### config.mk
export PLATFORM = sky130hd
export DESIGN_NAME = pir_port_intrusion
export DESIGN_NICKNAME = d
export VERILOG_FILES = /design/src/pir_pkg.sv /design/src/pir_port_intrusion.sv
export VERILOG_INCLUDE_DIRS = /design/src
export SDC_FILE = /design/constraint.sdc
export NUM_CORES = 1
export LEC_CHECK = 0
export BUFFER_PORTS_ARGS = -buffer_cell sky130_fd_sc_hd__buf_4
export CORE_ASPECT_RATIO = 1.5
export CORE_UTILIZATION = 35
export CTS_CLUSTER_DIAMETER = 200
export DETAILED_ROUTE_END_ITERATION = 8
export GPL_TIMING_DRIVEN = 0
export MAX_ROUTING_LAYER = met4
export PLACE_DENSITY = 0.6
export SYNTH_ARGS = -nofsm -noshare
export SYNTH_HDL_FRONTEND = slang
export SYNTH_SLANG_ARGS = --single-unit
### constraint.sdc
create_clock -name i_ref_clk -period 15.7 [get_ports i_ref_clk]
set_input_delay 2.355 -clock i_ref_clk [delete_from_list [all_inputs] [get_ports i_ref_clk]]
set_output_delay 2.355 -clock i_ref_clk [all_outputs]
set_load 0.01 [all_outputs]
### src/pir_consts.svh
// Constants for the port intrusion response block
`ifndef PIR_CONSTS_SVH
`define PIR_CONSTS_SVH
// Partition reaction encodings
`define PIR_REACT_DIS 2'h0
`define PIR_REACT_ENA 2'h1
`define PIR_REACT_FOREVER 2'h2
// Reaction code that no setting uses; writes of it are ignored
`define PIR_REACT_BAD 2'h3
// Partition duration reset value, in seconds
`define PIR_TIME_RST 17'h00001
// Duration value that means unlimited
`define PIR_TIME_UNLIM 17'h00000
// Largest duration that a write may set, in seconds
`define PIR_TIME_MAX 17'h10000
// Count left when the next tick ends a partition
`define PIR_TIME_LAST 17'h00001
// Seconds taken off the countdown per tick
`define PIR_TIME_STEP 17'h00001
// Countdown reset value
`define PIR_CNT_RST 17'h00000
// Intruder address reset value
`define PIR_ADDR_RST 48'h000000000000
// Default port count and address width
`define PIR_NPORTS 8
`define PIR_ADDR_W 48
`endif

### src/pir_pkg.sv
// Types for the port intrusion response block
package pir_pkg;
    // Partition reaction setting
    typedef enum logic [1:0]
    {
        PIR_DIS = 2'b00,
        PIR_ENA = 2'b01,
        PIR_FOREVER = 2'b10
    } pir_react_e;
    // Frame summary from the forwarding path
    typedef struct packed
    {
        logic valid;
        logic [2:0] port;
        logic [47:0] src;
        logic [47:0] dst;
    } pir_frame_s;
endpackage

### src/pir_port_intrusion.sv
// Per-port intrusion response: source check, partition timers, destination filter
`timescale 1ns/100ps
`include "pir_consts.svh"
module pir_port_intrusion #(
    parameter int NPORTS = `PIR_NPORTS
)
(
    input wire logic i_ref_clk,
    input wire logic i_rst,
    input wire logic i_sec_tick,
    input wire pir_pkg::pir_frame_s i_frame,
    input wire logic [NPORTS-1:0] i_secure_ports,
    input wire logic [NPORTS-1:0] i_allowed,
    input wire logic i_check_en,
    input wire logic i_react_wr,
    input wire logic [1:0] i_react,
    input wire logic i_time_wr,
    input wire logic [16:0] i_time,
    input wire logic i_dafilt_wr,
    input wire logic i_dafilt,
    output logic o_intrusion,
    output logic [NPORTS-1:0] o_port_down,
    output logic o_drop,
    output logic [1:0] o_react,
    output logic [16:0] o_time
);
    //--------------------------------------------------
    // Settings and captured intrusion state
    //--------------------------------------------------
    pir_pkg::pir_react_e react_q; // Partition reaction
    logic [16:0] time_q; // Duration in seconds, 17 bits to reach 65536
    logic dafilt_q; // Destination filtering enable
    logic [47:0] intruder_q; // Last intruding address
    logic intruder_vld_q; // Intruder address captured
    logic intr_q; // Registered intrusion pulse

    //--------------------------------------------------
    // Event detection and destination match
    //--------------------------------------------------
    // Mismatch on a secured port raises the event
    wire port_secure = i_secure_ports[i_frame.port];
    wire intr_now = i_frame.valid && i_check_en && port_secure
                    && !i_allowed[i_frame.port];
    // Destination match against the captured intruder
    wire da_hit = dafilt_q && intruder_vld_q && (i_frame.dst == intruder_q);

    // Settings registers, write strobes from management
    always_ff @(posedge i_ref_clk or posedge i_rst)
    begin
        if (i_rst)
        begin
            react_q <= pir_pkg::PIR_DIS;
            time_q <= `PIR_TIME_RST;
            dafilt_q <= 1'b0;
        end
        else
        begin
            // Unused code is dropped so the enum never holds it
            if (i_react_wr && i_react != `PIR_REACT_BAD)
                react_q <= pir_pkg::pir_react_e'(i_react);
            // Out-of-range durations are ignored, old value kept
            if (i_time_wr && i_time <= `PIR_TIME_MAX)
                time_q <= i_time;
            if (i_dafilt_wr)
                dafilt_q <= i_dafilt;
        end
    end

    // Intruder capture and event pulse
    always_ff @(posedge i_ref_clk or posedge i_rst)
    begin
        if (i_rst)
        begin
            intruder_q <= `PIR_ADDR_RST;
            intruder_vld_q <= 1'b0;
            intr_q <= 1'b0;
            o_drop <= 1'b0;
        end
        else
        begin
            intr_q <= intr_now;
            // Frame to the intruder is dropped one cycle later
            o_drop <= i_frame.valid && da_hit;
            if (intr_now)
            begin
                intruder_q <= i_frame.src;
                intruder_vld_q <= 1'b1;
            end
        end
    end

    assign o_intrusion = intr_q;
    assign o_react = react_q;
    assign o_time = time_q;

    //--------------------------------------------------
    // Per-port partition state
    //--------------------------------------------------
    genvar gp;
    generate
        for (gp = 0; gp < NPORTS; gp++)
        begin : g_port
            logic down_q; // Port out of service
            logic timed_q; // Countdown armed
            logic [16:0] cnt_q; // Seconds left
            // Event addressed to this port
            wire hit = intr_now && (i_frame.port == 3'(gp));
            // Event wins over expiry in the same cycle unless the reaction is disabled
            always_ff @(posedge i_ref_clk or posedge i_rst)
            begin
                if (i_rst)
                begin
                    down_q <= 1'b0;
                    timed_q <= 1'b0;
                    cnt_q <= `PIR_CNT_RST;
                end
                else if (hit && react_q != pir_pkg::PIR_DIS)
                begin
                    down_q <= 1'b1;
                    // Forever or zero duration never arms the timer
                    timed_q <= (react_q == pir_pkg::PIR_ENA)
                               && (time_q != `PIR_TIME_UNLIM);
                    cnt_q <= time_q;
                end
                else if (timed_q && i_sec_tick)
                begin
                    cnt_q <= cnt_q - `PIR_TIME_STEP;
                    // Last second used up: back in service
                    if (cnt_q == `PIR_TIME_LAST)
                    begin
                        down_q <= 1'b0;
                        timed_q <= 1'b0;
                    end
                end
            end
            assign o_port_down[gp] = down_q;

            // Unarmed partitions never come back
            perm_down_a: assert property (@(posedge i_ref_clk) disable iff (i_rst)
                (down_q && !timed_q && !hit) |=> down_q)
                else $error("permanent partition released");
            // Armed count reaching one releases on the tick
            expire_a: assert property (@(posedge i_ref_clk) disable iff (i_rst)
                (timed_q && i_sec_tick && cnt_q == `PIR_TIME_LAST && !hit) |=> !down_q)
                else $error("partition not released at expiry");
            // Each tick takes one second off an armed count
            tick_dec_a: assert property (@(posedge i_ref_clk) disable iff (i_rst)
                (timed_q && i_sec_tick && !hit) |=> cnt_q == $past(cnt_q) - `PIR_TIME_STEP)
                else $error("countdown did not step on tick");
            // Zero duration partitions without arming the timer
            zero_hold_a: assert property (@(posedge i_ref_clk) disable iff (i_rst)
                (hit && react_q == pir_pkg::PIR_ENA && time_q == `PIR_TIME_UNLIM)
                |=> (down_q && !timed_q))
                else $error("zero duration armed a release");
            // Forever reaction never arms the timer
            forever_arm_a: assert property (@(posedge i_ref_clk) disable iff (i_rst)
                (hit && react_q == pir_pkg::PIR_FOREVER) |=> (down_q && !timed_q))
                else $error("forever reaction armed a release");
            // Disabled reaction leaves this port as it was
            dis_hold_a: assert property (@(posedge i_ref_clk) disable iff (i_rst)
                (hit && react_q == pir_pkg::PIR_DIS && !(timed_q && i_sec_tick))
                |=> $stable(down_q))
                else $error("port state changed under disabled reaction");
            // Enabled reaction with a duration arms the timer
            arm_ena_a: assert property (@(posedge i_ref_clk) disable iff (i_rst)
                (hit && react_q == pir_pkg::PIR_ENA && time_q != `PIR_TIME_UNLIM)
                |=> (down_q && timed_q && cnt_q == $past(time_q)))
                else $error("enabled reaction did not arm the timer");
        end
    endgenerate

    //--------------------------------------------------
    // Block-level checks
    //--------------------------------------------------
    // Disabled reaction never partitions
    no_part_a: assert property (@(posedge i_ref_clk) disable iff (i_rst)
        (intr_now && react_q == pir_pkg::PIR_DIS && o_port_down == '0)
        |=> o_port_down == '0)
        else $error("port partitioned while reaction disabled");
    // Enabled reaction partitions the port next cycle
    part_set_a: assert property (@(posedge i_ref_clk) disable iff (i_rst)
        (intr_now && react_q != pir_pkg::PIR_DIS) |=> o_port_down[$past(i_frame.port)])
        else $error("port not partitioned on intrusion");
    // Intrusion pulse follows detection by one cycle
    intr_pulse_a: assert property (@(posedge i_ref_clk) disable iff (i_rst)
        intr_now |=> o_intrusion)
        else $error("intrusion event not reported");
    // Filtered frames are dropped
    da_drop_a: assert property (@(posedge i_ref_clk) disable iff (i_rst)
        (i_frame.valid && da_hit) |=> o_drop)
        else $error("frame to intruder not dropped");
    // Reaction never holds the unused code
    react_code_a: assert property (@(posedge i_ref_clk) disable iff (i_rst)
        o_react != `PIR_REACT_BAD)
        else $error("reaction holds illegal code");
    // Duration stays within range
    time_rng_a: assert property (@(posedge i_ref_clk) disable iff (i_rst)
        o_time <= `PIR_TIME_MAX)
        else $error("duration out of range");
    // No event, no intrusion pulse
    intr_quiet_a: assert property (@(posedge i_ref_clk) disable iff (i_rst)
        !intr_now |=> !o_intrusion)
        else $error("intrusion reported without an event");
    // Filtering off never drops a frame
    drop_off_a: assert property (@(posedge i_ref_clk) disable iff (i_rst)
        !dafilt_q |=> !o_drop)
        else $error("frame dropped while filtering off");
    // Writes of the unused code leave the reaction alone
    react_ign_a: assert property (@(posedge i_ref_clk) disable iff (i_rst)
        (i_react_wr && i_react == `PIR_REACT_BAD) |=> $stable(o_react))
        else $error("unused reaction code was taken");
    // Out-of-range duration writes are ignored
    time_ign_a: assert property (@(posedge i_ref_clk) disable iff (i_rst)
        (i_time_wr && i_time > `PIR_TIME_MAX) |=> $stable(o_time))
        else $error("out-of-range duration was taken");
    // Valid duration writes land on the next edge
    time_wr_a: assert property (@(posedge i_ref_clk) disable iff (i_rst)
        (i_time_wr && i_time <= `PIR_TIME_MAX) |=> o_time == $past(i_time))
        else $error("duration write lost");
endmodule

After elaboration in Yosys (flattened, before gate mapping)
Cells that the tools add are included.

operators by class
  order comparisons = 2
  muxes and demuxes = 52
  bitwise logic cells = 0
  shift operators = 0
  multipliers = 0
  add/subtract/negate cells = 8
  equal/unequal tests = 18
  reductions and logical operators = 61
  divide/modulo/power cells = 0

operators by type and width
  cell                   number
  $mux 17                16
  $eq 17x1->1 const B    8
  $sub 17x1->17 const B  8
  $eq 48x48->1           1
  $mux 1                 34
  $reduce_bool 2->1      17
  $logic_and 1x1->1      33
  $le 17x17->1 const B   1
  $reduce_bool 17->1     1
  $reduce_and 2->1       8
  $eq 3x3->1 const B     4
  $bmux 1 s3             2
  $eq 3x2->1 const B     2
  $lt 3x4->1 const B     1
  $eq 3x1->1 const B     1
  $logic_not 3->1        1
  $eq 2x1->1 const B     1
  $ne 2x2->1 const B     1
  $logic_not 1->1        1

storage, ports and cells
  memories kept = 0
  output and inout bits = 29
  register bits = 223
  logic and storage cells = 172
  input port bits = 143
  memory bits (read-only) = 0
  bits in latches = 0
  memory bits (writable) = 0

Longest topological paths before layout
Gate-level depths: netlist of run 1.

  word-level depth = 8
  mapped depth = 7
  depth with buffers taken out = 6

Least setup slack after synthesis of run 1
No wires, ideal clock.

  kind = input to register
  start = input port i_allowed[7]
  end = register intruder_q[15]
  arrival = 3.785 ns
  buffers on the path = 1
  stages = 5
  data required time = 15.575 ns
  setup slack = 11.790 ns
  cell sequence = nand2b_1 mux4_2 o22ai_1 buf_2 mux2_2

on the way
  longest elaborated chain between the ends = 4

RTL lines
  what                          RTL line                  text
  start: declaration            pir_port_intrusion.sv:13  input wire logic [NPORTS-1:0] i_allowed,
  $bmux 1 s3                    pir_port_intrusion.sv:43  && !i_allowed[i_frame.port];
  $mux 1 (not written as such)  pir_port_intrusion.sv:43
  $logic_not 1->1               pir_port_intrusion.sv:43
  $logic_and 1x1->1             pir_port_intrusion.sv:43
  end signal: assignment        pir_port_intrusion.sv:74  intruder_q <= `PIR_ADDR_RST;
  end signal: assignment        pir_port_intrusion.sv:86  intruder_q <= i_frame.src;
  end: declaration              pir_port_intrusion.sv:33  logic [47:0] intruder_q;

Every way passes these cells. The select of a mux whose other input is x is not followed.
A chain may end at the register's enable or synchronous reset.

Final worst setup path of run 1
  start = input port i_sec_tick
  end = register g_port[1].timed_q

on the way
  longest elaborated chain between the ends = 3

RTL lines
  what                                RTL line                   text
  start: declaration                  pir_port_intrusion.sv:10   input wire logic i_sec_tick,
  $logic_and 1x1->1                   pir_port_intrusion.sv:125  else if (timed_q && i_sec_tick)
  $reduce_bool 2->1 (no source line)  n/a
  $reduce_and 2->1 (no source line)   n/a
  end signal: assignment              pir_port_intrusion.sv:121  timed_q <= (react_q == pir_pkg::PIR_ENA)
  end: declaration                    pir_port_intrusion.sv:104  logic timed_q;

Every way passes these cells.

==> impl_metrics.ini, run 1 <==
[power_and_ir_drop]
p_leak_uw = 0.00628
p_clk_share_pct = 27.4
seq_power_share_pct = 43.2
peakVddDrop_mv = 0.0969
p_comb_share_pct = 29.4
powerDensity_nw_per_um2 = 149
p_int_uw = 1400
power.switching_uw = 763
switching_share_pct = 35.2

[placement]
routabilityCongestion = 0.851
detailed_place_hpwl_um = 23900
port_buffers = 171
placed_cell_area_um2 = 13700

[grt]
grt_max_degree = 124
overflow = 0
antenna_found_initial = 0
grt.total_usage_pct = 20.7
first_global_vias = 10100
grt_first_pass_wirelength_um = 54700

[sta]
rsz0062_at_grt = no
tightestPinTransition_ps = 1230
max_freq_mhz = 230
skew_ps = 22.5
finalCritPeriodShare_pct = 27.7
relSlewSlack_pct = 17.1
finalHoldViolations = 0
period_minus_slack_ps = 4350
setup_viol = 0
drv_slew = 0
tns_ps = 0

[critical_path]
critPathCaptureType = register
cp.arrival_ps = 4750
cp-start-kind = primary input
path_max_fanout = 10
criticalPathCategory = primary input to register
r2r_setup_slack_ps = 13270
required_ps = 16100

[floorplanning]
rows = 82
core_area_um2 = 33300
ios = 172
dieArea_um2 = 34600
die_x_um = 152
die_h_um = 227
start_util_pct = 35.5

[yosys]
avgSynthCellArea_um2 = 9.82
synth-edff-count = 0
synth_cell_types = 52
ys_seq_area_share_pct = 47.1
syn_area_um2 = 11900
ys.flop_type = dfrtp_1
async_flop_share_pct = 100
yosys_warnings = 0
netlist_instances = 1207
syn-num-nets = 1366
ys_seq_elements = 223

[outcome]
outcome = complete, but fails checks
violations = DRC

[drt]
via_count = 9880
drt-wirelength-per-cell_um = 18.6
routedLengthMet1_um = 13800
route.met2.wl_um = 17300
routed_wl_um = 34300
top_layer_used = met4
vias_per_cell = 5.35
drc = 25
drt_iter0_markers = 507
ant_nets = 0
wl_met3_um = 2240
drt-pass1-iter-count = 9

[layout]
antenna_cells = 0
num-nets-final = 1567
fin_area_um2 = 14600
drive_gt1_share_pct = 22.0
layout_commonest_cell = dfrtp_1
synthToLayoutAreaGrowth_pct = 22.8
final_cell_mix = 222 x dfrtp_1, 180 x buf_4, 152 x nor2_1

[cts]
postCtsHoldBufs = 0
clk_latency_ps = 550
cts_sinks = 223
ctsResizeCount = 0
cts_root_buf = clkbuf_16
tritoncts = done
htree_num_levels = 1
cts_buffers = 25
cts.path.max_buffers = 3
postCtsSetupBuffers = 0
clkSlewWorstSetupHoldPaths_ps = 60

[run]
maxCapViolCount = 0

[min_path]
hold_class = register to register
## logic make-up after synthesis
logic type                 synth area share, %
AOI/OAI and AO/OA                         9.37
xor gates and xnor gates                  10.4
adders and majority gates                 1.69
buffers and inverters                     3.46
DFF                                       47.1
muxes                                     7.31
and+or+nand+nor                           20.7
## worst paths after layout
path                               startpoint                end  depth (start not counted)
hold / removal                 intruder_vld_q     intruder_vld_q                          1
hold reg to reg                intruder_vld_q     intruder_vld_q                          1
min in group asynchronous               i_rst     intruder_q[30]                          3
setup reg to reg           g_port[6].cnt_q[2]  g_port[6].timed_q                          4
setup / recovery                   i_sec_tick  g_port[1].timed_q                          7
max in group asynchronous               i_rst          o_time[4]                          4
## sequential cells by signal (all words and copies together) (netlist names)
name and flops:
g_port.cnt_q 136, intruder_q 48, o_time 17, g_port.down_q 8
g_port.timed_q 8, o_react 2, dafilt_q 1, intruder_vld_q 1
o_drop 1, o_intrusion 1
## critical path, stage by stage
cell and delay [ps]:
buf_4 170, buf_2 280, buf_2 320, clkbuf_1 570, nand2_1 280, nor4_1 600
o22ai_1 160
## final cells by class
class | instances | area (um2)
buffer | 75 | 320
clock buffer | 34 | 699
clock inverter | 11 | 118
fill | 3209 | 18800
inverter | 24 | 97.6
multi-input combinational | 885 | 5870
sequential | 223 | 5580
tap | 420 | 526
timing repair buffer | 174 | 1350
## through the flow
step           hold WS [ps]  total power, uW  setup WS [ps]  util, %  cells
2_1_floorplan           430             1360           7240        -   1207
3_3_place_gp            441             1550           4250     41.0   1798
3_5_place_dp            450             1570          10760     41.2   1801
4_1_cts                 465             2180          11330     43.6   1846
5_1_grt                 492             2300          11260     43.6   1846
6_report                459             2170          11350     43.6   1846
## routing by layer
metal	up-vias	track usage (%)
met1	4793	23.2
met4	0	7.27
met5	-	-
met3	62	3.46
met2	344	37.0
li1	4681	-
## cell usage after synthesis (13+ instances only)
library cell / n / area share [%]
ha_1: 16 / 1.7
nand3_1: 29 / 1.2
inv_1: 24 / 0.76
nand2_1: 62 / 2.0
or4_1: 16 / 1.0
or3_1: 27 / 1.4
xor2_1: 105 / 7.8
nor3_1: 24 / 1.0
nand4_1: 31 / 1.6
a21oi_1: 84 / 3.5
a31oi_1: 32 / 1.7
xnor2_1: 36 / 2.7
nor2_1: 152 / 4.8
mux2_2: 69 / 6.6
o21ai_0: 46 / 1.9
nand2b_1: 13 / 0.69
clkbuf_1: 55 / 1.7
nor4_1: 40 / 2.1
dfrtp_1: 222 / 47
## power groups by stage
stage / clock, uW / sequential [uW] / combinational (uW)
final: 594 / 936 / 636
after global routing: 631 / 964 / 710
after CTS: 610 / 933 / 638
after detailed placement: 0 / 941 / 634
after global placement: 0 / 935 / 617
after floorplan: 0 / 903 / 457
Note: power is estimated with default switching activity, not from simulation.
==> inputs of run 2 (changes only) <==
clock period = 4.1 ns   (was 15.7 ns; I/O delays follow)
==> run 2 against run 1 <==
  * The run still ends with DRC left
  * Critical path depth is the same
  * Core utilization grew 0.15 points
  * Worst setup slack lost 9800 ps
  * Largest power group unchanged
  * Critical path type unchanged
==> impl_metrics.ini, run 2 (synthesis results as in run 1) <==
[power_and_ir_drop]
power.switching_uw = 2860
p_int_uw = 5310
p_comb_share_pct = 29.7
p_leak_uw = 0.00631
switching_share_pct = 35.0
seq_power_share_pct = 43.8
powerDensity_nw_per_um2 = 559
p_clk_share_pct = 26.5
peakVddDrop_mv = 0.305

[floorplanning]
die_h_um = 227
dieArea_um2 = 34600
ios = 172
start_util_pct = 35.5
rows = 82
core_area_um2 = 33300
die_x_um = 152

[critical_path]
reg2reg_depth = 6
critPathSlowestCell = nor4_1
worst_path_largest_cell_delay_ps = 590
crit_chain = buf_4 > buf_2 > buf_2 > clkbuf_1 > nand2_1 > nor4_1 > o22ai_1
required_ps = 4500
crit_path_frequent_cell = buf_2
r2r_setup_slack_ps = 1660
regToRegStartpoint = o_time[6]
criticalPathCategory = primary input to register
critPathCaptureType = register
cp-start-kind = primary input
r2r-end = g_port[2].timed_q
path_max_fanout = 10
cp.arrival_ps = 3000

[grt]
grt_first_pass_wirelength_um = 54000
overflow = 0
first_global_vias = 10100
grt_max_degree = 39
grt.total_usage_pct = 20.4
antenna_found_initial = 0

[layout]
seqCellArea_um2 = 5580
antenna_cells = 0
fin_area_um2 = 14600
num-nets-final = 1572
largest_reg_flops = 136
synthToLayoutAreaGrowth_pct = 23.2
layout_commonest_cell = dfrtp_1
top_regs = g_port.cnt_q: 136 flops, intruder_q: 48 flops, o_time: 17 flops
largest-register = g_port.cnt_q
fillers = 3256
drive_gt1_share_pct = 22.3
final_cell_mix = 222 x dfrtp_1, 180 x buf_4, 152 x nor2_1
multi_input_area_um2 = 5870

[drt]
routed_wl_um = 33600
ant_nets = 0
via_count = 9828
drt_iter0_markers = 470
drc = 27
drt-wirelength-per-cell_um = 18.2
drt-pass1-iter-count = 7
vias_per_cell = 5.32

[cts]
postCtsHoldBufs = 0
cts_buffers = 25
clk_latency_ps = 550
clkSlewWorstSetupHoldPaths_ps = 60
cts.path.max_buffers = 3
ctsResizeCount = 0
htree_num_levels = 1
cts_root_buf = clkbuf_16
cts_sinks = 223
postCtsSetupBuffers = 0
tritoncts = done

[outcome]
outcome = complete, but fails checks
violations = DRC

[sta]
max_freq_mhz = 384
holdWs_ps = 163
tightestPinTransition_ps = 1250
finalHoldViolations = 0
rsz0062_at_grt = no
skew_ps = 28.3
fin_ws_ps = 1500
setup_viol = 0
drv_slew = 0
period_minus_slack_ps = 2600
finalCritPeriodShare_pct = 63.4
relSlewSlack_pct = 15.7

[placement]
placed_cell_area_um2 = 13800
port_buffers = 171
detailed_place_hpwl_um = 24200
place_ws_ps = 894
routabilityCongestion = 0.857

[min_path]
hold_class = primary input to asynchronous set/reset pin

[run]
maxCapViolCount = 0
## run 2: layout make-up
type | instances | share of cell area (%)
Buffer | 75 | 2.19
Clock buffer | 33 | 4.76
Clock inverter | 10 | 0.565
Inverter | 24 | 0.643
Multi-Input combinational cell | 885 | 40.2
Sequential cell | 223 | 38.2
Tap cell | 420 | 3.60
Timing Repair Buffer | 179 | 9.85
## run 2: power by group through the flow
stage | Combinational (uW) | Sequential [uW] | Clock (uW)
5_1_grt | 2730 | 3690 | 2310
3_5_place_dp | 2430 | 3600 | 0
3_3_place_gp | 2350 | 3570 | 0
4_1_cts | 2440 | 3570 | 2250
2_1_floorplan | 1750 | 3460 | 0
6_report | 2430 | 3580 | 2160
## run 2: worst max path at each step
stage                     from            endpoint  slack (ps)  cells past startpoint
floorplan                i_rst            dafilt_q         580                      1
CTS                 i_sec_tick   g_port[1].timed_q        1490                      7
detailed placement  i_sec_tick   g_port[1].timed_q         890                      7
finish              i_sec_tick   g_port[1].timed_q        1500                      7
global route        i_sec_tick    g_port[1].down_q        1330                      7
global placement         i_rst  g_port[4].cnt_q[8]       -1030                      2
## run 2: stage by stage
stage | total power (uW) | utilization [%] | setup TNS, ps | instances
final | 8170 | 43.8 | 0 | 1849
after detailed placement | 6030 | 41.5 | 0 | 1806
after floorplan | 5210 | - | 0 | 1207
after global routing | 8730 | 43.8 | 0 | 1849
after global placement | 5930 | 41.0 | -221060 | 1798
after CTS | 8260 | 43.8 | 0 | 1849
## run 2: layer usage
layer	share of wire, %	vias up	track usage, %
met3	7.0	70	3.45
met1	40	4729	22.6
met4	3.5	0	8.62
met2	50	330	36.2
met5	0	-	-
li1	-	4699	-
## run 2: worst max-delay path: cells and delay by family
family,cells,cell delay (ps)
AOI/OAI and AO/OA,1,160
buffers and inverters,4,1360
and+or+nand+nor,2,860
==> inputs of run 3 (changes only) <==
ABC_AREA = 1   (was default)
PLACE_DENSITY = 0.61   (was 0.6)
clock period = 2.37 ns   (was 4.1 ns; I/O delays follow)
==> run 3 against run 2 <==
  * The run now ends clean
  * Sequential power increased by 80%
  * Clock skew barely moved
  * Non-clock buffer count grew 66
  * Sequential share of layout area decreased by 6.4 points
  * Combinational power grew to 2.8 times the previous value
  * Critical path depth grew 1
  * Final area up 20%
  * Flip-flop and latch count unchanged
  * Register-to-register slack worse by 1600 ps
  * Global-route usage is 2.4 points higher
  * Largest cell class unchanged
==> impl_metrics.ini, run 3 <==
[outcome]
outcome = finished clean

[layout]
num-nets-final = 2384
largest_reg_flops = 136
final_util_pct = 43.6
fillers = 4036
multi_input_area_um2 = 7650
drive_gt1_share_pct = 14.2
largest-register = g_port.cnt_q
synthToLayoutAreaGrowth_pct = 22.7
top_regs = g_port.cnt_q: 136 flops, intruder_q: 48 flops, o_time: 17 flops
seqCellArea_um2 = 5580
antenna_cells = 0
layout_commonest_cell = nand2_1
final_cell_mix = 524 x nand2_1, 394 x nand3_1, 235 x nor2_1

[drt]
drt-wirelength-per-cell_um = 16.7
drt-pass1-iter-count = 5
drt_iter0_markers = 864
drc = 0
vias_per_cell = 5.18
ant_nets = 0
routed_wl_um = 45800
via_count = 14200

[cts]
cts_sinks = 223
tritoncts = done
clkSlewWorstSetupHoldPaths_ps = 60
cts_buffers = 25
cts_root_buf = clkbuf_16
clk_latency_ps = 560
htree_num_levels = 1
cts.path.max_buffers = 3

[critical_path]
cp-start-kind = register
cp_num_buf_inv = 2
required_ps = 2850
cp.arrival_ps = 2760
crit_chain = inv_1 > nand4_1 > nor2_1 > nand4_1 > nand3_1 > inv_1 > nand3_1 > nand2_1
path_max_fanout = 9
criticalPathCategory = register to register
worst_path_largest_cell_delay_ps = 850
crit_family = simple AND/OR/NAND/NOR gates
critPathSlowestCell = dfrtp_1
critPathCaptureType = register

[sta]
rsz0062_at_grt = no
finalHoldViolations = 0
fin_ws_ps = 87.5
tns_ps = 0
relSlewSlack_pct = 37.6
max_freq_mhz = 438
setup_viol = 0
drv_slew = 0
skew_ps = 28.1
finalCritPeriodShare_pct = 96.3
period_minus_slack_ps = 2280
tightestPinTransition_ps = 936

[floorplanning]
start_util_pct = 35.5
die_h_um = 249
rows = 90
die_x_um = 167
dieArea_um2 = 41600
ios = 172
core_area_um2 = 40200

[yosys]
yosysTopAreaCellShare_pct = 38.9
ys_seq_area_share_pct = 39.1
synth-edff-count = 0
yosysMostFrequentCell = nand2_1
ys_seq_elements = 223
ys.flop_type = dfrtp_1
yosys_warnings = 0
syn-num-nets = 2143
async_flop_share_pct = 100
synth.top_cells.by_count = 524 x nand2_1, 394 x nand3_1, 236 x nor2_1
netlist_instances = 1984
yosys.area.top_type = dfrtp_1
syn_area_um2 = 14300
netlist_top_cells_area = dfrtp_1 39%, nand3_1 14%, nand2_1 14%
avgSynthCellArea_um2 = 7.19
synth_cell_types = 44

[grt]
antenna_found_initial = 0
grt_max_degree = 42
first_global_vias = 14100
grt_first_pass_wirelength_um = 73800
grt.total_usage_pct = 22.7
overflow = 0

[min_path]
hold_class = primary input to register

[power_and_ir_drop]
total_power_uw = 17200
peakVddDrop_mv = 0.484
p_leak_uw = 0.00872
powerDensity_nw_per_um2 = 979

[placement]
detailed_place_hpwl_um = 34000
place_ws_ps = -290
port_buffers = 167
routabilityCongestion = 0.934

[run]
maxCapViolCount = 0
==> run 3: cell types whose count changed in the layout (fill, tap and decap cells not counted), sizes merged, moves of 46 or more <==
cell / delta
nand2: +470
mux2: -71
inv: +98
nor2: +92
nand3: +368
dlygate4sd3: +46
a21oi: -66
==> run 3: metal layers <==
layer | track usage [%] | routed length [um]
met1 | 26.3 | 18500
met2 | 39.2 | 22600
met3 | 2.53 | 2580
met4 | 10.7 | 2080
met5 | - | 0
==> run 3: worst reg2reg max path: stages, from the launching register on <==
cell and delay [ps]:
dfrtp_1 850, inv_1 200, nand4_1 140, nor2_1 70
nand4_1 80, nand3_1 370, inv_1 260, nand3_1 150
nand2_1 90
==> run 3: cell type report <==
class	instances	area share (%)
Multi-Input combinational cell	1529	43.7
Tap cell	506	3.61
Clock buffer	34	3.99
Sequential cell	223	31.9
Timing Repair Buffer	218	10.4
Clock inverter	7	0.586
Inverter	126	2.74
Buffer	102	3.19
==> run 3: kinds of logic (layout without fill, tap and decap cells) <==
group,Yosys count,in the layout,share of synthesized area (%)
AO/OA/AOI/OAI,74,74,2.72
XOR/XNOR,130,130,7.98
adder cells (fa/ha/maj),16,16,1.40
buffers and inverters,232,487,7.35
flip-flops,223,223,39.1
multiplexers,1,1,0.0789
AND/OR/NAND/NOR,1308,1308,41.4
==> run 3: where the power goes <==
group          total, uW  switching (uW)  internal (uW)
registers           6430            1350           5080
clock network       3930            1650           2280
logic               6800            3980           2810
total              17200            6990          10200
==> run 3: what timing repair did <==
item / CTS / global route
setup buffers: 0 / 0
hold buffers: 46 / 0
endpoints found under the hold margin: 75 / 0
resized for setup: 0 / 2
setup endpoints to repair: 3 / 4
pin swaps: 0 / 0
==> run 3: through the flow <==
step                cells  hold slack (ps)  area, um2
CTS                  2747             2.80      17500
detailed placement   2662              464      16300
global route         2745             31.0      17500
global placement     2657              453      16200
finish               2745             19.1      17500
floorplan            1984              440      14300
==> run 3: worst paths after layout <==
| kind | start | endpoint | slack (ps) | cells after the start |
|---|---|---|---|---|
| max in group asynchronous | i_rst | g_port[6].cnt_q[9] | 940 | 5 |
| max reg2reg | o_time[7] | g_port[0].timed_q | 90 | 8 |
| max | o_time[7] | g_port[0].timed_q | 90 | 8 |
| min reg2reg | g_port[1].cnt_q[1] | g_port[1].cnt_q[1] | 480 | 2 |
| min in group asynchronous | i_rst | g_port[0].cnt_q[2] | 490 | 3 |
| min | i_frame[75] | intruder_q[27] | 20 | 3 |
